==> config.mk <==
export PLATFORM = sky130hd
export DESIGN_NAME = atc_timer
export DESIGN_NICKNAME = d
export VERILOG_FILES = /design/src/hw/atc_pkg.sv /design/src/hw/atc_timer.sv
export SDC_FILE = /design/constraint.sdc
export NUM_CORES = 1
export LEC_CHECK = 0
export ABC_AREA = 1
export BUFFER_PORTS_ARGS = -buffer_cell sky130_fd_sc_hd__buf_2
export CORE_MARGIN = 2
export CORE_UTILIZATION = 30
export DETAILED_ROUTE_END_ITERATION = 6
export GPL_TIMING_DRIVEN = 1
export HOLD_SLACK_MARGIN = 0.02
export PLACE_DENSITY = 0.47
export SKIP_LAST_GASP = 1
export SYNTH_ARGS = -nofsm -noshare
export SYNTH_HDL_FRONTEND = slang
export SYNTH_SLANG_ARGS = --single-unit
==> constraint.sdc <==
create_clock -name clock -period 4.25 [get_ports clock]
set_input_delay 0.6375 -clock clock [delete_from_list [all_inputs] [get_ports clock]]
set_output_delay 0.6375 -clock clock [all_outputs]
set_load 0.01 [all_outputs]
==> src/hw/atc_pkg.sv <==
// Constants shared by the auxiliary timer design
package atc_pkg;

    // ------------------------------------------------------------
    // Bus widths and register byte offsets
    // ------------------------------------------------------------
    localparam int AXI_DATA_W = 32;
    localparam int AXI_STRB_W = 4;
    localparam logic [7:0] OFS_CONTROL = 8'h00;
    localparam logic [7:0] OFS_COUNT = 8'h04;
    localparam logic [7:0] OFS_RELOAD = 8'h08;
    localparam logic [7:0] OFS_MODE = 8'h0C;
    localparam logic [7:0] OFS_POWER = 8'h10;
    localparam logic [7:0] OFS_IRQ_STATUS = 8'h14;
    localparam logic [7:0] OFS_IRQ_CLEAR = 8'h18;
    localparam logic [7:0] OFS_IRQ_ENABLE = 8'h1C;

    // ------------------------------------------------------------
    // Control register bit positions
    // ------------------------------------------------------------
    localparam int CTL_OVF = 7;
    localparam int CTL_EXT = 6;
    localparam int CTL_A_RX = 5;
    localparam int CTL_A_TX = 4;
    localparam int CTL_EXEN = 3;
    localparam int CTL_RUN = 2;
    localparam int CTL_CSEL = 1;
    localparam int CTL_CPRL = 0;

    // Power control register bit positions (second serial port)
    localparam int PWR_B_RX = 1;
    localparam int PWR_B_TX = 0;

    // Interrupt status bit positions
    localparam int IRQ_OVF = 0;
    localparam int IRQ_EXT = 1;

    // ------------------------------------------------------------
    // Reset values and fixed figures
    // ------------------------------------------------------------
    localparam logic [7:0] RST_CONTROL = 8'h00;
    localparam logic [15:0] RST_COUNT = 16'h0000;
    localparam logic [15:0] RST_RELOAD = 16'h0000;
    localparam logic [15:0] COUNT_TOP = 16'hFFFF;
    localparam logic [1:0] RESP_OKAY = 2'h0;
    localparam logic [1:0] RESP_SLVERR = 2'h2;

endpackage

==> src/hw/atc_timer.sv <==
// Auxiliary 16-bit timer/counter with capture, reload and baud modes
`timescale 1ns/10ps

module atc_timer
#(
    parameter int ADDR_W = 8
)
(
    input wire logic clock,
    input wire logic rst,
    input wire logic ce,
    input wire logic external_count_input,
    input wire logic external_trigger_input,
    input wire logic timer1_overflow,
    output logic uart_a_rx_clock,
    output logic uart_a_tx_clock,
    output logic uart_b_rx_clock,
    output logic uart_b_tx_clock,
    output logic aux_overflow_pulse,
    output logic timer_irq,
    output logic irq,
    input wire logic [ADDR_W-1:0] s_axi_awaddr,
    input wire logic s_axi_awvalid,
    output logic s_axi_awready,
    input wire logic [atc_pkg::AXI_DATA_W-1:0] s_axi_wdata,
    input wire logic [atc_pkg::AXI_STRB_W-1:0] s_axi_wstrb,
    input wire logic s_axi_wvalid,
    output logic s_axi_wready,
    output logic [1:0] s_axi_bresp,
    output logic s_axi_bvalid,
    input wire logic s_axi_bready,
    input wire logic [ADDR_W-1:0] s_axi_araddr,
    input wire logic s_axi_arvalid,
    output logic s_axi_arready,
    output logic [atc_pkg::AXI_DATA_W-1:0] s_axi_rdata,
    output logic [1:0] s_axi_rresp,
    output logic s_axi_rvalid,
    input wire logic s_axi_rready
);
    import atc_pkg::*;

    // ------------------------------------------------------------
    // State
    // ------------------------------------------------------------
    typedef struct packed {
        logic [7:0] ctrl;
        logic [15:0] count;
        logic [15:0] reload;
        logic down_en;
        logic [1:0] pwr;
        logic [1:0] sts;
        logic [1:0] ien;
        logic cnt_in_d;
        logic trig_d;
        logic ovf_pulse;
        logic aw_got;
        logic [7:0] awaddr;
        logic w_got;
        logic [31:0] wdata;
        logic [3:0] wstrb;
        logic bvalid;
        logic [1:0] bresp;
        logic rvalid;
        logic [31:0] rdata;
        logic [1:0] rresp;
    } atc_state_t;

    atc_state_t st_r;
    atc_state_t st_nxt;

    logic baud;
    logic tick;
    logic trig_fall;
    logic ext_evt;
    logic capture_mode;
    logic count_down;
    logic roll;
    logic wr_go;
    logic [7:0] wr_addr;
    logic [7:0] rd_addr;

    // Byte-lane merge for registers up to 16 bits wide
    function automatic logic [15:0] merge16(input logic [15:0] old,
                                            input logic [31:0] wd,
                                            input logic [3:0] strb);
        logic [15:0] res;
        res = old;
        if (strb[0])
            res[7:0] = wd[7:0];
        if (strb[1])
            res[15:8] = wd[15:8];
        return res;
    endfunction

    function automatic logic known_addr(input logic [7:0] a);
        return a == OFS_CONTROL || a == OFS_COUNT || a == OFS_RELOAD ||
               a == OFS_MODE || a == OFS_POWER || a == OFS_IRQ_STATUS ||
               a == OFS_IRQ_CLEAR || a == OFS_IRQ_ENABLE;
    endfunction

    // ------------------------------------------------------------
    // Mode decode
    // ------------------------------------------------------------
    assign baud = st_r.ctrl[CTL_A_RX] | st_r.ctrl[CTL_A_TX] |
                  st_r.pwr[PWR_B_RX] | st_r.pwr[PWR_B_TX];
    assign tick = st_r.ctrl[CTL_CSEL] ?
                  (st_r.cnt_in_d & ~external_count_input) : 1'b1;
    assign trig_fall = st_r.trig_d & ~external_trigger_input;
    assign ext_evt = trig_fall & st_r.ctrl[CTL_EXEN];
    assign capture_mode = st_r.ctrl[CTL_CPRL] & ~baud;
    // Direction follows the trigger pin level only in plain reload mode
    assign count_down = ~capture_mode & ~baud & st_r.down_en &
                        ~external_trigger_input;
    assign roll = st_r.ctrl[CTL_RUN] & tick &
                  (count_down ? (st_r.count == st_r.reload)
                              : (st_r.count == COUNT_TOP));
    assign wr_go = st_r.aw_got & st_r.w_got;
    assign wr_addr = st_r.awaddr;
    assign rd_addr = 8'(s_axi_araddr);

    // ------------------------------------------------------------
    // Next state
    // ------------------------------------------------------------
    always_comb
    begin
        st_nxt = st_r;
        st_nxt.ovf_pulse = 1'b0;
        st_nxt.cnt_in_d = external_count_input;
        st_nxt.trig_d = external_trigger_input;

        // Counting; a clear run bit stops ticking, not trigger reloads or writes
        if (st_r.ctrl[CTL_RUN] && tick)
        begin
            if (roll)
            begin
                st_nxt.ovf_pulse = 1'b1;
                if (capture_mode)
                    st_nxt.count = 16'h0000;
                else if (count_down)
                    st_nxt.count = COUNT_TOP;
                else
                    st_nxt.count = st_r.reload;
            end
            else if (count_down)
                st_nxt.count = st_r.count - 16'h0001;
            else
                st_nxt.count = st_r.count + 16'h0001;
        end

        // Trigger edge: baud use only raises the flag
        if (ext_evt && !baud)
        begin
            if (capture_mode)
                st_nxt.reload = st_r.count;
            else
                st_nxt.count = st_r.reload;
        end

        // Register writes, taken once address and data are both held
        if (wr_go)
        begin
            st_nxt.aw_got = 1'b0;
            st_nxt.w_got = 1'b0;
            st_nxt.bvalid = 1'b1;
            st_nxt.bresp = known_addr(wr_addr) ? RESP_OKAY : RESP_SLVERR;
            case (wr_addr)
                OFS_CONTROL:
                    if (st_r.wstrb[0])
                        st_nxt.ctrl = st_r.wdata[7:0];
                OFS_COUNT:
                    st_nxt.count = merge16(st_nxt.count, st_r.wdata,
                                           st_r.wstrb);
                OFS_RELOAD:
                    st_nxt.reload = merge16(st_nxt.reload, st_r.wdata,
                                            st_r.wstrb);
                OFS_MODE:
                    if (st_r.wstrb[0])
                        st_nxt.down_en = st_r.wdata[0];
                OFS_POWER:
                    if (st_r.wstrb[0])
                        st_nxt.pwr = st_r.wdata[1:0];
                OFS_IRQ_CLEAR:
                    if (st_r.wstrb[0])
                        st_nxt.sts = st_r.sts & ~st_r.wdata[1:0];
                OFS_IRQ_ENABLE:
                    if (st_r.wstrb[0])
                        st_nxt.ien = st_r.wdata[1:0];
                default:
                    st_nxt.ctrl = st_nxt.ctrl;
            endcase
        end

        // Hardware sets win over a software clear in the same cycle
        if (roll && !baud)
        begin
            st_nxt.ctrl[CTL_OVF] = 1'b1;
            st_nxt.sts[IRQ_OVF] = 1'b1;
        end
        if (ext_evt)
        begin
            st_nxt.ctrl[CTL_EXT] = 1'b1;
            st_nxt.sts[IRQ_EXT] = 1'b1;
        end

        // Write address and data channels, either order
        if (s_axi_awvalid && s_axi_awready)
        begin
            st_nxt.aw_got = 1'b1;
            st_nxt.awaddr = 8'(s_axi_awaddr);
        end
        if (s_axi_wvalid && s_axi_wready)
        begin
            st_nxt.w_got = 1'b1;
            st_nxt.wdata = s_axi_wdata;
            st_nxt.wstrb = s_axi_wstrb;
        end
        if (st_r.bvalid && s_axi_bready)
            st_nxt.bvalid = 1'b0;

        // Read channel
        if (st_r.rvalid && s_axi_rready)
            st_nxt.rvalid = 1'b0;
        if (s_axi_arvalid && s_axi_arready)
        begin
            st_nxt.rvalid = 1'b1;
            st_nxt.rresp = known_addr(rd_addr) ? RESP_OKAY : RESP_SLVERR;
            case (rd_addr)
                OFS_CONTROL: st_nxt.rdata = {24'h00_0000, st_r.ctrl};
                OFS_COUNT: st_nxt.rdata = {16'h0000, st_r.count};
                OFS_RELOAD: st_nxt.rdata = {16'h0000, st_r.reload};
                OFS_MODE: st_nxt.rdata = {31'h0000_0000, st_r.down_en};
                OFS_POWER: st_nxt.rdata = {30'h0000_0000, st_r.pwr};
                OFS_IRQ_STATUS: st_nxt.rdata = {30'h0000_0000, st_r.sts};
                OFS_IRQ_ENABLE: st_nxt.rdata = {30'h0000_0000, st_r.ien};
                default: st_nxt.rdata = 32'h0000_0000;
            endcase
        end
    end

    always_ff @(posedge clock or posedge rst)
    begin
        if (rst)
        begin
            st_r <= '0;
            st_r.ctrl <= RST_CONTROL;
            st_r.count <= RST_COUNT;
            st_r.reload <= RST_RELOAD;
            st_r.cnt_in_d <= 1'b1;
            st_r.trig_d <= 1'b1;
        end
        else if (ce)
            st_r <= st_nxt;
    end

    // ------------------------------------------------------------
    // Outputs
    // ------------------------------------------------------------
    assign s_axi_awready = ~st_r.aw_got & ~st_r.bvalid;
    assign s_axi_wready = ~st_r.w_got & ~st_r.bvalid;
    assign s_axi_bvalid = st_r.bvalid;
    assign s_axi_bresp = st_r.bresp;
    assign s_axi_arready = ~st_r.rvalid;
    assign s_axi_rvalid = st_r.rvalid;
    assign s_axi_rdata = st_r.rdata;
    assign s_axi_rresp = st_r.rresp;
    assign aux_overflow_pulse = st_r.ovf_pulse;
    // Baud pulses still run while the overflow flag is held off
    assign uart_a_rx_clock = st_r.ctrl[CTL_A_RX] ? st_r.ovf_pulse
                                                 : timer1_overflow;
    assign uart_a_tx_clock = st_r.ctrl[CTL_A_TX] ? st_r.ovf_pulse
                                                 : timer1_overflow;
    assign uart_b_rx_clock = st_r.pwr[PWR_B_RX] ? st_r.ovf_pulse
                                                : timer1_overflow;
    assign uart_b_tx_clock = st_r.pwr[PWR_B_TX] ? st_r.ovf_pulse
                                                : timer1_overflow;
    assign timer_irq = st_r.ctrl[CTL_OVF] | st_r.ctrl[CTL_EXT];
    assign irq = |(st_r.sts & st_r.ien);
endmodule

# Yosys cells after proc, flatten, opt, wreduce, memory -nomap -nowiden

Cells that the tools add are included.

Bits in registers: 134
Output and inout port bits: 48
Input port bits: 63

Equality and inequality tests: 16
Reductions and logical operators: 54
Multiplexer cells: 47
Bitwise gates (word level): 27
$add $sub $neg: 2

Operators with widths:

| cell                                                                  | number |
|---|---|
| 16-bit 2-to-1 mux                                                     | 9 |
| 16-bit case mux with 7 select lines                                   | 1 |
| 8-bit by 5-bit == test with 1-bit output (second input constant)      | 8 |
| 8-bit 2-to-1 mux                                                      | 6 |
| 47-bit 2-to-1 mux                                                     | 1 |
| 37-bit 2-to-1 mux                                                     | 1 |
| 35-bit 2-to-1 mux                                                     | 1 |
| 8-bit by 4-bit == test with 1-bit output (second input constant)      | 4 |
| 32-bit 2-to-1 mux                                                     | 1 |
| 4-bit AND reduction                                                   | 8 |
| 2-bit nonzero test                                                    | 12 |
| 1-bit 2-to-1 mux                                                      | 17 |
| 16-bit by 1-bit adder with 16-bit output (second input constant)      | 1 |
| 16-bit == test                                                        | 1 |
| 16-bit == test (second input constant)                                | 1 |
| 8-bit by 3-bit == test with 1-bit output (second input constant)      | 2 |
| 8-bit logical NOT                                                     | 2 |
| 2-bit 2-to-1 mux                                                      | 8 |
| 2-bit AND reduction                                                   | 8 |
| 16-bit by 1-bit subtractor with 16-bit output (second input constant) | 1 |
| 1-bit logical OR                                                      | 14 |
| 1-bit AND                                                             | 12 |
| 9-bit 2-to-1 mux                                                      | 1 |
| 1-bit logical AND                                                     | 8 |
| 7 further kinds                                                       | 18 |

# Depth between registers and ports, before layout

Gate-level depths: netlist of the first run.

Depth in word-level cells: 19
Gate-level depth with buffers: 23

# Least setup slack after synthesis of the first run

No wires, ideal clock.

Path kind: input to register
Start: input port external_trigger_input
End: register st_r[118] in the netlist's numbering
Stages on the path: 19
Data required time: 4.134 ns
Data arrival time: 3.254 ns
Path slack: 0.879 ns
Setup time: 0.116 ns
Path through: inv_1 nand3_1 nor2_4 buf_6 buf_6 clkbuf_1 ha_1 a21oi_1 o21ai_0 a21oi_1 o21ai_0 xor2_1 nand2_1 nand3_1 nand2_1 nand2_1 nand2_1 nand2_1 nand2_1

Cells in the longest elaborated chain, start to end: 11

RTL lines:

| element                                                      | RTL line                           | text |
|---|---|---|
| start, declared                                              | atc_timer.sv:13                    | `input wire logic external_trigger_input,` |
| 1-bit inverter *                                             | atc_timer.sv:108, atc_timer.sv:113 |  |
| 1-bit AND                                                    | atc_timer.sv:112                   | `assign count_down = ~capture_mode & ~baud & st_r.down_en &` |
| 16-bit 2-to-1 mux / 1-bit 2-to-1 mux (equally long branches) | atc_timer.sv:139, atc_timer.sv:115 |  |
| 16-bit 2-to-1 mux / 1-bit AND (equally long branches)        | atc_timer.sv:137, atc_timer.sv:114 |  |
| 16-bit 2-to-1 mux                                            | atc_timer.sv:134                   | `if (roll)` |
| 16-bit 2-to-1 mux                                            | atc_timer.sv:132                   | `if (st_r.ctrl[CTL_RUN] && tick)` |
| 16-bit 2-to-1 mux                                            | atc_timer.sv:153                   | `if (capture_mode)` |
| 32-bit 2-to-1 mux *                                          | atc_timer.sv:151                   | `if (ext_evt && !baud)` |
| 8-bit 2-to-1 mux                                             | atc_timer.sv:90                    | `if (strb[1])` |
| 16-bit 2-to-1 mux                                            | atc_timer.sv:166                   | `case (wr_addr)` |
| 47-bit 2-to-1 mux *                                          | atc_timer.sv:160                   | `if (wr_go)` |
| end signal, assigned                                         | atc_timer.sv:252                   | `st_r <= st_nxt;` |
| end, declared                                                | atc_timer.sv:68                    | `atc_state_t st_r;` |

Mark *: on every way between the ends. The rest lies on a longest branch, timed or not. The select of a mux whose other input is x is not followed.
A chain may end at the register's enable or synchronous reset.

# Worst setup path after layout of the first run

Start: register st_r[91] in the netlist's numbering
End: register st_r[89] in the netlist's numbering

Cells in the longest elaborated chain, start to end: 12

RTL lines:

| element                              | RTL line                           | text |
|---|---|---|
| 1-bit bitwise OR *                   | atc_timer.sv:105                   | `st_r.pwr[PWR_B_RX] \| st_r.pwr[PWR_B_TX];` |
| 1-bit inverter                       | atc_timer.sv:110, atc_timer.sv:112 |  |
| 1-bit AND                            | atc_timer.sv:110                   | `assign capture_mode = st_r.ctrl[CTL_CPRL] & ~baud;` |
| 1-bit inverter                       | atc_timer.sv:112                   |  |
| 1-bit AND (3 in a row)               | atc_timer.sv:112                   |  |
| 1-bit 2-to-1 mux                     | atc_timer.sv:115                   | `(count_down ? (st_r.count == st_r.reload)` |
| 1-bit AND                            | atc_timer.sv:114                   | `assign roll = st_r.ctrl[CTL_RUN] & tick &` |
| 1-bit logical AND *                  | atc_timer.sv:194                   | `if (roll && !baud)` |
| 2-bit nonzero test (no source line)  | n/a                                |  |
| 4-bit AND reduction (no source line) | n/a                                |  |

Mark *: on every way between the ends. The rest lies on a longest branch, timed or not.

==> results of run 1 <==
==> layer usage <==
metal | wire (um) | vias to the layer above
met1 | 10310 | 2930
met4 | 713 | 0
met5 | 0 | -
met3 | 671 | 41
li1 | - | 3200
met2 | 10110 | 165
==> report_power, final <==
group / internal, uW / leakage, uW / switching, uW
clock: 529 / 0.000161 / 422
combinational: 598 / 0.00246 / 997
sequential: 1190 / 0.00120 / 349
total: 2320 / 0.00382 / 1770
==> worst reg2reg max path, stage by stage, from the launching register on <==
cell and delay (ns):
dfrtp_1 0.47, nor2_2 0.15, nand2_2 0.12, nor2_4 0.29
buf_4 0.31, nand2_1 0.09, nand2_1 0.06, nand2_1 0.08
nor2_1 0.11, nand2_1 0.10, nor2_4 0.26, nand2_4 0.21
inv_1 0.26, nand2_1 0.18, a21oi_1 0.18, o22ai_1 0.08
==> cells by family after synthesis <==
group	Yosys count	synth area share, %
AO/OA/AOI/OAI	189	15.69
XOR/XNOR	12	1.552
adder cells (fa/ha/maj)	15	2.883
buffers and inverters	182	12.56
flip-flops	98	36.25
multiplexers	23	3.825
other	1	0.05538
AND/OR/NAND/NOR	444	27.18
==> cell type report <==
type,count,share of cell area (%)
Clock inverter,7,1.488
Timing Repair Buffer,83,5.951
Tap cell,280,4.629
Multi-Input combinational cell,701,46.64
Clock buffer,9,2.976
Inverter,118,5.885
Sequential cell,98,32.44
==> how the worst min path moves through the flow <==
stage                                startpoint  slack (ns)                     endpoint
global placement    s_axi_rdata[14]$_DFFE_PP0P_        0.46  s_axi_rdata[14]$_DFFE_PP0P_
floorplan            s_axi_rresp[1]$_DFFE_PP0P_        0.45   s_axi_rresp[1]$_DFFE_PP0P_
finish                                      rst        0.38         st_r[49]$_DFFE_PP0P_
detailed placement  s_axi_rdata[12]$_DFFE_PP0P_        0.46  s_axi_rdata[12]$_DFFE_PP0P_
CTS                                         rst        0.43         st_r[92]$_DFFE_PP0P_
global route                                rst        0.46         st_r[49]$_DFFE_PP0P_
==> flip-flops by register name, summed over array words and instances, names as in the netlist <==
signal and cells:
aux_overflow_pulse 1, s_axi_bresp 1, s_axi_bvalid 1, s_axi_rdata 16
s_axi_rresp 1, s_axi_rvalid 1, st_r 69, wr_addr 8
==> cells in the final DEF, fill, tap and decap left out, types with 2 or more instances in the layout <==
master / synthesis / routed
a21oi_1: 56 / 56
a31oi_1: 3 / 3
a32oi_1: 12 / 12
buf_2: 2 / 74
buf_4: 36 / 8
bufinv_16: 0 / 2
clkbuf_16: 0 / 9
clkinv_1: 2 / 2
conb_1: 1 / 18
dfrtp_1: 96 / 96
dfstp_2: 2 / 2
ha_1: 14 / 14
inv_1: 115 / 114
mux2_2: 23 / 23
nand2_1: 283 / 283
nand3_1: 63 / 63
nand4_1: 6 / 6
nor2_1: 65 / 65
nor2_4: 4 / 4
nor3_1: 14 / 14
nor4_1: 2 / 2
o21a_1: 2 / 2
o21ai_0: 74 / 74
o21ai_1: 9 / 9
o22ai_1: 22 / 22
o31ai_1: 2 / 2
xnor2_1: 3 / 3
xor2_1: 9 / 9
==> metrics by stage <==
step | cells | area [um^2]
after global routing | 1296 | 7569
after detailed placement | 1280 | 7231
after global placement | 1280 | 7231
after floorplan | 981 | 6835
after CTS | 1296 | 7569
final | 1296 | 7569
==> impl_metrics.py, run 1 <==
metrics = {
    "run_status": {
        "status": "finished, final reports clean",
    },
    "placement": {
        "dp_hpwl_mm": 16.29,
        "io_buffers": 74,
        "gp_congestion": 0.8768,
        "dp_slack_ns": 0.8702,
    },
    "setup_path": {
        "crit_end": "st_r[89]$_DFFE_PP0P_",
        "r2r-start": "st_r[91]$_DFFE_PP0P_",
        "crit_path_top_delay_cell": "dfrtp_1",
        "worstPathRequired_ns": 4.46,
        "path_max_fanout": 21,
        "end_kind": "flip-flop",
        "critPathBufInv": 2,
        "cp.depth": 15,
        "rr_worst_depth": 15,
        "r2r-end": "st_r[89]$_DFFE_PP0P_",
        "max_stage_delay_ns": 0.47,
        "worst-setup-path-type": "flip-flop to flip-flop",
        "path_cells": "nor2_2 -> nand2_2 -> nor2_4 -> buf_4 -> nand2_1 -> nand2_1 -> nand2_1 -> nor2_1 -> nand2_1 -> nor2_4 -> nand2_4 -> inv_1 -> nand2_1 -> a21oi_1 -> o22ai_1",
        "path_delay_family": "simple AND/OR/NAND/NOR gates",
        "critPathLaunch": "st_r[91]$_DFFE_PP0P_",
        "start_kind": "flip-flop",
        "r2r_slack_ns": 1.15,
        "crit_top_cell": "nand2_1",
        "arrival_ns": 3.30,
    },
    "grt": {
        "met1_usage_pct": 24.71,
        "use_met3_pct": 2.382,
        "met2_usage_pct": 30.62,
        "grt_pass1_vias": 6154,
        "antenna_found_initial": 0,
        "grt_first_pass_wirelength_mm": 34.39,
        "grt_remaining_overflow": 0,
        "grt_max_degree": 52,
        "busiest_layer": "met2",
        "grt_use_total_pct": 18.51,
    },
    "final_layout": {
        "area_growth_pct": 11.77,
        "multiInputGateArea_mm2": 0.003530,
        "drive_above_1_share_pct": 13.39,
        "antenna_cells": 0,
        "nets": 1089,
        "filler_cell_count": 2425,
        "final_core_util_pct": 34.47,
        "register_area_mm2": 0.002455,
    },
    "die": {
        "core_region_area_mm2": 0.02196,
        "io-pin-count": 111,
        "dieArea_mm2": 0.02379,
        "die_w_um": 154.2,
        "start_util_pct": 30.84,
        "die_h_um": 154.2,
        "row_count": 54,
    },
    "sta": {
        "finalCriticalPeriod_ns": 3.095,
        "fin_crit_sh_pct": 72.83,
        "drv_slew": 0,
        "skew_ns": 0.01212,
        "max_slew_margin_pct": 34.82,
        "tns_ns": 0,
        "timing.fmax_ghz": 0.3231,
        "hold_viol": 0,
        "rsz0062_at_grt": "no",
        "worst_slack_ns": 1.155,
        "setup_viol": 0,
        "worst_pin_slew_ns": 0.9766,
        "hold_slack_ns": 0.3811,
    },
    "logic_synthesis": {
        "ys_seq_area_share_pct": 36.25,
        "synth_top_area_cell": "dfrtp_1",
        "yosys-top-cells-area": "dfrtp_1 35%, nand2_1 16%, inv_1 6.4%, o21ai_0 5.5%, nand3_1 4.7%",
        "ys_seq_elements": 98,
        "ys_warn_count": 0,
        "synth_area_mm2": 0.006771,
        "synth_most_common_cell": "nand2_1",
        "syn_inst": 964,
        "async_reset_ff_share_pct": 100.0,
        "synth_edf_count": 0,
        "ys.flop_type": "dfrtp_1",
        "netlist_top_cells_count": "283 x nand2_1, 115 x inv_1, 96 x dfrtp_1, 74 x o21ai_0, 65 x nor2_1",
        "synth_top_cell_area_share_pct": 35.48,
        "yosysUniqueCellTypes": 47,
        "avgSynthCellArea_um2": 7.024,
    },
    "pwr": {
        "vdd_ir_drop_max_mv": 0.2148,
        "p_leak_uw": 0.003823,
        "power_uw": 4085,
        "power_density_mw_per_mm2": 539.7,
    },
    "clock_tree": {
        "clk_latency_ns": 0.37,
        "htree_levels": 3,
        "numCtsBuffers": 9,
        "cts.sinks": 98,
        "ctsResizeCount": 0,
        "cts_buffer_depth": 2,
        "cts-hold-fix-buffers": 0,
        "cts_root_buf": "clkbuf_16",
        "cts_tree": "yes",
        "clk_pin_slew_ns": 0.07,
        "post-cts-setup-buffers": 0,
    },
    "drt": {
        "vias_per_cell": 4.889,
        "antenna_left": 0,
        "drtIter0Drc": 435,
        "drc_errors": 0,
        "vias": 6336,
        "drt_pre_antenna_iters": 5,
        "routed_wl_mm": 21.81,
        "routedWlPerCell_um": 16.83,
    },
    "run": {
        "maxCapViolations": 0,
    },
    "worst_hold_path": {
        "hp-class": "input pin to asynchronous set/reset pin",
    },
}
Power figures use the tool's default switching activity.
==> inputs of run 2 (changes only) <==
--- a/config.mk
+++ b/config.mk
@@ -5,7 +5,7 @@
 export SDC_FILE = /design/constraint.sdc
 export NUM_CORES = 1
 export LEC_CHECK = 0
-export ABC_AREA = 1
+export ABC_AREA = 0
 export BUFFER_PORTS_ARGS = -buffer_cell sky130_fd_sc_hd__buf_2
 export CORE_MARGIN = 2
 export CORE_UTILIZATION = 30
==> constraint.sdc (replaced) <==
create_clock -name clock -period 2.9 [get_ports clock]
set_input_delay 0.435 -clock clock [delete_from_list [all_inputs] [get_ports clock]]
set_output_delay 0.435 -clock clock [all_outputs]
set_load 0.01 [all_outputs]
==> run 2 against run 1 <==
Net effect:
- the run now ends with negative setup slack left
- wire length shrank 6.2%
- critical path type unchanged
- highest routed layer unchanged
- sequential power grew 40%
- synthesized area down 8.0%
- non-clock buffer count rose by 75
==> impl_metrics.py, run 2 <==
metrics = {
    "run_status": {
        "status": "finished with violations",
        "failed_checks": "negative setup slack",
    },
    "logic_synthesis": {
        "synth_top_cell_area_share_pct": 38.57,
        "async_reset_ff_share_pct": 100.0,
        "ys_warn_count": 0,
        "yosys-top-cells-area": "dfrtp_1 39%, mux2_2 7.6%, a21oi_1 4.4%, buf_4 4.3%, nand2_1 4.0%",
        "synth_top_area_cell": "dfrtp_1",
        "avgSynthCellArea_um2": 9.227,
        "syn_inst": 675,
        "synth_area_mm2": 0.006228,
        "ys_seq_elements": 98,
        "ys_seq_area_share_pct": 39.41,
        "ys.flop_type": "dfrtp_1",
        "netlist_top_cells_count": "96 x dfrtp_1, 66 x nand2_1, 57 x nor2_1, 55 x a21oi_1, 42 x mux2_2",
        "yosysUniqueCellTypes": 67,
        "synth_most_common_cell": "dfrtp_1",
        "synth_edf_count": 0,
    },
    "setup_path": {
        "start_kind": "flip-flop",
        "arrival_ns": 3.27,
        "max_stage_delay_ns": 0.41,
        "path_delay_family": "simple AND/OR/NAND/NOR gates",
        "critPathBufInv": 5,
        "worstPathRequired_ns": 3.17,
        "path_max_fanout": 8,
        "crit_path_top_delay_cell": "dfrtp_1",
        "worst-setup-path-type": "flip-flop to flip-flop",
        "end_kind": "flip-flop",
        "path_cells": "nor4_4 -> nand2_4 -> clkinv_8 -> buf_4 -> buf_12 -> buf_8 -> a21oi_2 -> nor4_2 -> nand4_2 -> buf_6 -> mux2_1 -> a211o_1 -> a31oi_1",
    },
    "pwr": {
        "net-switching-power_uw": 2102,
        "p_leak_uw": 0.003527,
        "seq_power_share_pct": 38.9,
        "p_int_uw": 3433,
        "swShare_pct": 37.98,
        "clkPwrFrac_pct": 22.2,
        "p_comb_share_pct": 38.9,
        "vdd_ir_drop_max_mv": 0.3605,
        "power_density_mw_per_mm2": 706.2,
    },
    "die": {
        "row_count": 52,
        "io-pin-count": 111,
        "start_util_pct": 30.68,
        "dieArea_mm2": 0.02193,
        "die_w_um": 148.1,
        "die_h_um": 148.1,
        "core_region_area_mm2": 0.02030,
    },
    "sta": {
        "max_slew_margin_pct": 45.42,
        "drv_slew": 0,
        "rsz0062_at_grt": "yes",
        "fin_crit_sh_pct": 103.3,
        "setup_viol": 7,
        "hold_slack_ns": 0.1966,
        "worst_slack_ns": -0.09653,
        "worst_pin_slew_ns": 0.8187,
        "skew_ns": 0.008690,
        "finalCriticalPeriod_ns": 2.997,
        "timing.fmax_ghz": 0.3337,
        "hold_viol": 0,
    },
    "grt": {
        "met1_usage_pct": 25.78,
        "grt_pass1_vias": 5602,
        "grt_remaining_overflow": 0,
        "grt_use_total_pct": 18.70,
        "grt_first_pass_wirelength_mm": 31.93,
        "use_met3_pct": 3.436,
        "met2_usage_pct": 29.72,
        "busiest_layer": "met2",
        "grt_max_degree": 66,
        "antenna_found_initial": 0,
    },
    "clock_tree": {
        "clk_latency_ns": 0.36,
        "htree_levels": 3,
        "cts_root_buf": "clkbuf_16",
        "cts_tree": "yes",
        "cts_buffer_depth": 2,
        "clk_pin_slew_ns": 0.07,
        "cts.sinks": 98,
        "numCtsBuffers": 9,
    },
    "drt": {
        "vias_per_cell": 5.304,
        "routedWlPerCell_um": 19.21,
        "drc_errors": 0,
        "drt_pre_antenna_iters": 5,
        "routed_wl_mm": 20.46,
        "antenna_left": 0,
        "drtIter0Drc": 460,
        "vias": 5649,
    },
    "final_layout": {
        "antenna_cells": 0,
        "drive_above_1_share_pct": 32.96,
        "mostFrequentLayoutCell": "dfrtp_1",
        "filler_cell_count": 2063,
        "top_register": "st_r",
        "layout_common_cells": "96 x dfrtp_1, 74 x buf_2, 74 x buf_4",
        "final_core_util_pct": 38.62,
        "nets": 868,
        "largest_reg_flops": 69,
        "design_area_mm2": 0.007839,
        "area_growth_pct": 25.85,
    },
    "run": {
        "maxCapViolations": 0,
    },
    "placement": {
        "place_area_mm2": 0.007252,
        "dp_hpwl_mm": 15.35,
        "gp_congestion": 0.8659,
        "io_buffers": 74,
        "dp_slack_ns": -0.2311,
    },
    "worst_hold_path": {
        "hp-class": "input pin to asynchronous set/reset pin",
    },
}
[run 2: worst paths after layout]
kind | end | start | slack (ns) | cells after the start
min | s_axi_rvalid$_DFFE_PP0P_ | rst | 0.20 | 2
max | st_r[114]$_DFFE_PP0P_ | st_r[130]$_DFFE_PP0P_ | -0.1 | 13
min in group clock | st_r[56]$_DFFE_PP0P_ | s_axi_wdata[14] | 0.28 | 3
min reg2reg | s_axi_bresp[1]$_DFFE_PP0P_ | s_axi_bresp[1]$_DFFE_PP0P_ | 0.47 | 1
max in group asynchronous | st_r[85]$_DFFE_PP1P_ | rst | 1.86 | 3
max reg2reg | st_r[114]$_DFFE_PP0P_ | st_r[130]$_DFFE_PP0P_ | -0.1 | 13
[run 2: kinds of logic (layout without fill, tap and decap cells)]
family	after synthesis	after routing	synth area share (%)
multiplexers	58	58	10.49
XOR/XNOR	17	17	2.390
flip-flops	98	98	39.41
AND/OR/NAND/NOR	195	195	15.09
other	1	18	0.06021
buffers and inverters	88	191	7.754
adder cells (fa/ha/maj)	15	15	3.134
AO/OA/AOI/OAI	203	203	21.68
[run 2: layout make-up]
| type | count | area [um^2] | area share [%] |
|---|---|---|---|
| Tap cell | 270 | 337.8 | 4.310 |
| Multi-Input combinational cell | 506 | 3605 | 45.99 |
| Timing Repair Buffer | 158 | 1067 | 13.62 |
| Clock buffer | 10 | 229.0 | 2.921 |
| Clock inverter | 6 | 65.06 | 0.8300 |
| Sequential cell | 98 | 2455 | 31.32 |
| Inverter | 17 | 80.08 | 1.022 |
[run 2: stage by stage]
step	setup TNS [ns]	power, uW	std cells
floorplan	-0.2439	3338	692
global placement	-0.7007	4129	1042
detailed placement	-0.8657	4167	1042
CTS	-0.1663	5439	1059
global route	-1.767	5864	1065
finish	-0.4014	5535	1065
[run 2: power by group through the flow]
| stage | combinational [uW] | sequential [uW] | clock (uW) |
|---|---|---|---|
| floorplan | 1300 | 2040 | 0 |
| global placement | 1970 | 2160 | 0 |
| detailed placement | 2000 | 2170 | 0 |
| CTS | 2040 | 2150 | 1250 |
| global route | 2350 | 2200 | 1320 |
| finish | 2160 | 2150 | 1230 |
[run 2: worst reg2reg max path, delay by kind of cell (launching register included)]
kind / cells / cell delay [ns]
multiplexers: 1 / 0.32
AND/OR/NAND/NOR: 4 / 1.00
AO/OA/AOI/OAI: 3 / 0.54
buffers and inverters: 5 / 0.65
flip-flops: 1 / 0.41
[run 2: layer usage]
metal  up-vias  part of all wire (%)
met5         -                     0
met4         0                   2.0
met3        22                   5.7
met2       180                    47
met1      2782                    45
li1       2665                     -
[run 2: timing repair]
| action | CTS | global route |
|---|---|---|
| hold buffers | 0 | 0 |
| resized for setup | 8 | 38 |
| buffers inserted | 1 | 7 |
| setup endpoints to repair | 9 | 15 |
| hold endpoints to repair | 0 | 0 |
| pin swaps | 4 | 26 |
==> inputs of run 3 (changes only) <==
--- a/config.mk
+++ b/config.mk
@@ -7,6 +7,7 @@
 export LEC_CHECK = 0
 export ABC_AREA = 0
 export BUFFER_PORTS_ARGS = -buffer_cell sky130_fd_sc_hd__buf_2
+export CORE_ASPECT_RATIO = 2
 export CORE_MARGIN = 2
 export CORE_UTILIZATION = 30
 export DETAILED_ROUTE_END_ITERATION = 6
==> run 3 against run 2 <==
Net effect:
- the run still ends with negative setup slack left
- wire length grew 3.4%
- first-iteration DRC count shrank 26%
- critical path depth grew 2
- clock power grew 5%
- utilization shrank 0.40 points
- die area grew 0.32%
- largest power group unchanged
- combinational power is essentially flat
- sequential power is essentially flat
- critical path type unchanged
- sequential share of layout area grew 0.22 points
- setup slack gained 0.026 ns
- worst hold slack lost 0.056 ns
- largest cell class unchanged
==> impl_metrics.py, run 3 (synthesis results as in run 2) <==
metrics = {
    "run_status": {
        "status": "finished with violations",
        "failed_checks": "negative setup slack",
    },
    "clock_tree": {
        "cts_buffer_depth": 2,
        "cts.sinks": 98,
        "numCtsBuffers": 9,
        "cts_tree": "yes",
        "htree_levels": 3,
        "clk_latency_ns": 0.37,
        "clk_pin_slew_ns": 0.08,
        "cts_root_buf": "clkbuf_16",
        "cts-hold-fix-buffers": 0,
    },
    "run": {
        "maxCapViolations": 0,
    },
    "placement": {
        "dp_slack_ns": -0.2092,
        "gp_congestion": 0.8794,
        "dp_hpwl_mm": 16.60,
        "placed_cells": 1042,
        "io_buffers": 74,
    },
    "die": {
        "die_w_um": 105.9,
        "die_h_um": 207.8,
        "core_region_area_mm2": 0.02037,
        "io-pin-count": 111,
        "row_count": 74,
        "dieArea_mm2": 0.02200,
        "start_util_pct": 30.58,
    },
    "final_layout": {
        "area_growth_pct": 24.99,
        "top_register": "st_r",
        "mostFrequentLayoutCell": "dfrtp_1",
        "fin_cells": 1064,
        "drive_above_1_share_pct": 32.83,
        "final_core_util_pct": 38.22,
        "layout_common_cells": "96 x dfrtp_1, 79 x buf_4, 74 x buf_2",
        "nets": 871,
        "largest_reg_flops": 69,
        "antenna_cells": 0,
    },
    "sta": {
        "timing.fmax_ghz": 0.3367,
        "worst_pin_slew_ns": 0.6229,
        "worst_slack_ns": -0.07013,
        "fin_crit_sh_pct": 102.4,
        "hold_viol": 0,
        "drv_slew": 0,
        "setup_viol": 2,
        "hold_slack_ns": 0.1406,
        "finalCriticalPeriod_ns": 2.970,
        "max_slew_margin_pct": 58.47,
        "rsz0062_at_grt": "yes",
        "skew_ns": 0.01264,
    },
    "grt": {
        "grt_pass1_vias": 5798,
        "antenna_found_initial": 0,
        "grt_first_pass_wirelength_mm": 32.95,
        "grt_max_degree": 99,
        "grt_remaining_overflow": 0,
        "grt_use_total_pct": 19.71,
    },
    "drt": {
        "drt_pre_antenna_iters": 5,
        "drtIter0Drc": 341,
        "routed_wl_mm": 21.16,
        "drc_errors": 0,
        "vias": 5705,
        "antenna_left": 0,
        "routedWlPerCell_um": 19.89,
        "vias_per_cell": 5.362,
    },
    "setup_path": {
        "start_kind": "flip-flop",
        "path_max_fanout": 7,
        "critPathLaunch": "st_r[130]$_DFFE_PP0P_",
        "end_kind": "flip-flop",
        "worst-setup-path-type": "flip-flop to flip-flop",
        "arrival_ns": 3.23,
        "r2r-start": "st_r[130]$_DFFE_PP0P_",
        "worstPathRequired_ns": 3.16,
    },
    "pwr": {
        "power_density_mw_per_mm2": 715.3,
        "p_leak_uw": 0.003517,
        "vdd_ir_drop_max_mv": 0.5154,
    },
    "worst_hold_path": {
        "hp-class": "input pin to asynchronous set/reset pin",
    },
}
run 3: cell count changes in the layout (fill, tap and decap cells not counted), moves of 2 or more:
cell,change
o41ai_4,-2
a21oi_1,+4
a21oi_2,-3
inv_8,+2
buf_4,+5
clkinv_4,+3
clkinv_2,-2
o41ai_2,+2
buf_8,-3
run 3: what timing repair did:
item                                    in CTS  in global routing
buffers inserted                             5                  1
pin swaps                                   11                 12
endpoints found under the setup margin      14                 14
gates cloned                                 1                  0
hold endpoints to repair                     0                  0
gates resized for setup                     12                 16
run 3: worst paths after layout:
kind	end	slack, ns	cells past startpoint
setup / recovery	st_r[123]$_DFFE_PP0P_	-0.07	15
hold / removal	st_r[104]$_DFFE_PP0P_	0.14	3
setup reg to reg	st_r[123]$_DFFE_PP0P_	-0.07	15
hold reg to reg	s_axi_rdata[15]$_DFFE_PP0P_	0.48	2
max in group asynchronous	s_axi_rdata[8]$_DFFE_PP0P_	2.21	3
min in group clock	st_r[44]$_DFFE_PP0P_	0.26	3
run 3: critical path: stages (launching register included):
cell and delay (ns):
dfrtp_1 0.41, nor4_4 0.30, buf_6 0.16, nand2_8 0.08, clkinv_8 0.10, buf_6 0.10
ha_4 0.20, nand3_2 0.07, o211ai_1 0.09, buf_4 0.17, a22oi_2 0.19, a21oi_2 0.11
a311oi_2 0.28, xor2_1 0.23, a211oi_2 0.09, a221o_1 0.26
run 3: report_power, final:
part / internal [uW] / switching (uW) / total [uW]
registers: 1720 / 404 / 2120
logic: 1030 / 1130 / 2150
clock network: 688 / 607 / 1290
total: 3430 / 2140 / 5570
run 3: layout make-up:
cell class,instances,area (um^2)
fill,2158,12580
multi-input combinational,506,3546
sequential,98,2455
timing repair buffer,160,1051
tap,266,332.8
clock buffer,9,225.2
clock inverter,7,86.33
inverter,17,80.08
timing repair inverter,1,8.758
run 3: through the flow:
| stage | total power (uW) | instance area [um^2] | TNS (ns) |
|---|---|---|---|
| CTS | 5587 | 7707 | -0.2113 |
| global route | 5903 | 7785 | -0.4824 |
| global placement | 4149 | 7272 | -0.6610 |
| floorplan | 3338 | 6391 | -0.2439 |
| detailed placement | 4189 | 7272 | -0.7747 |
| finish | 5569 | 7785 | -0.07626 |
run 3: layer usage:
layer	global-route usage [%]	part of all wire (%)	routed length [um]	vias up
met5	0	0	0	-
met4	10.12	4.6	963	0
met3	3.203	3.2	687	52
met2	37.20	56	11960	172
met1	20.43	36	7555	2797
li1	-	-	-	2684
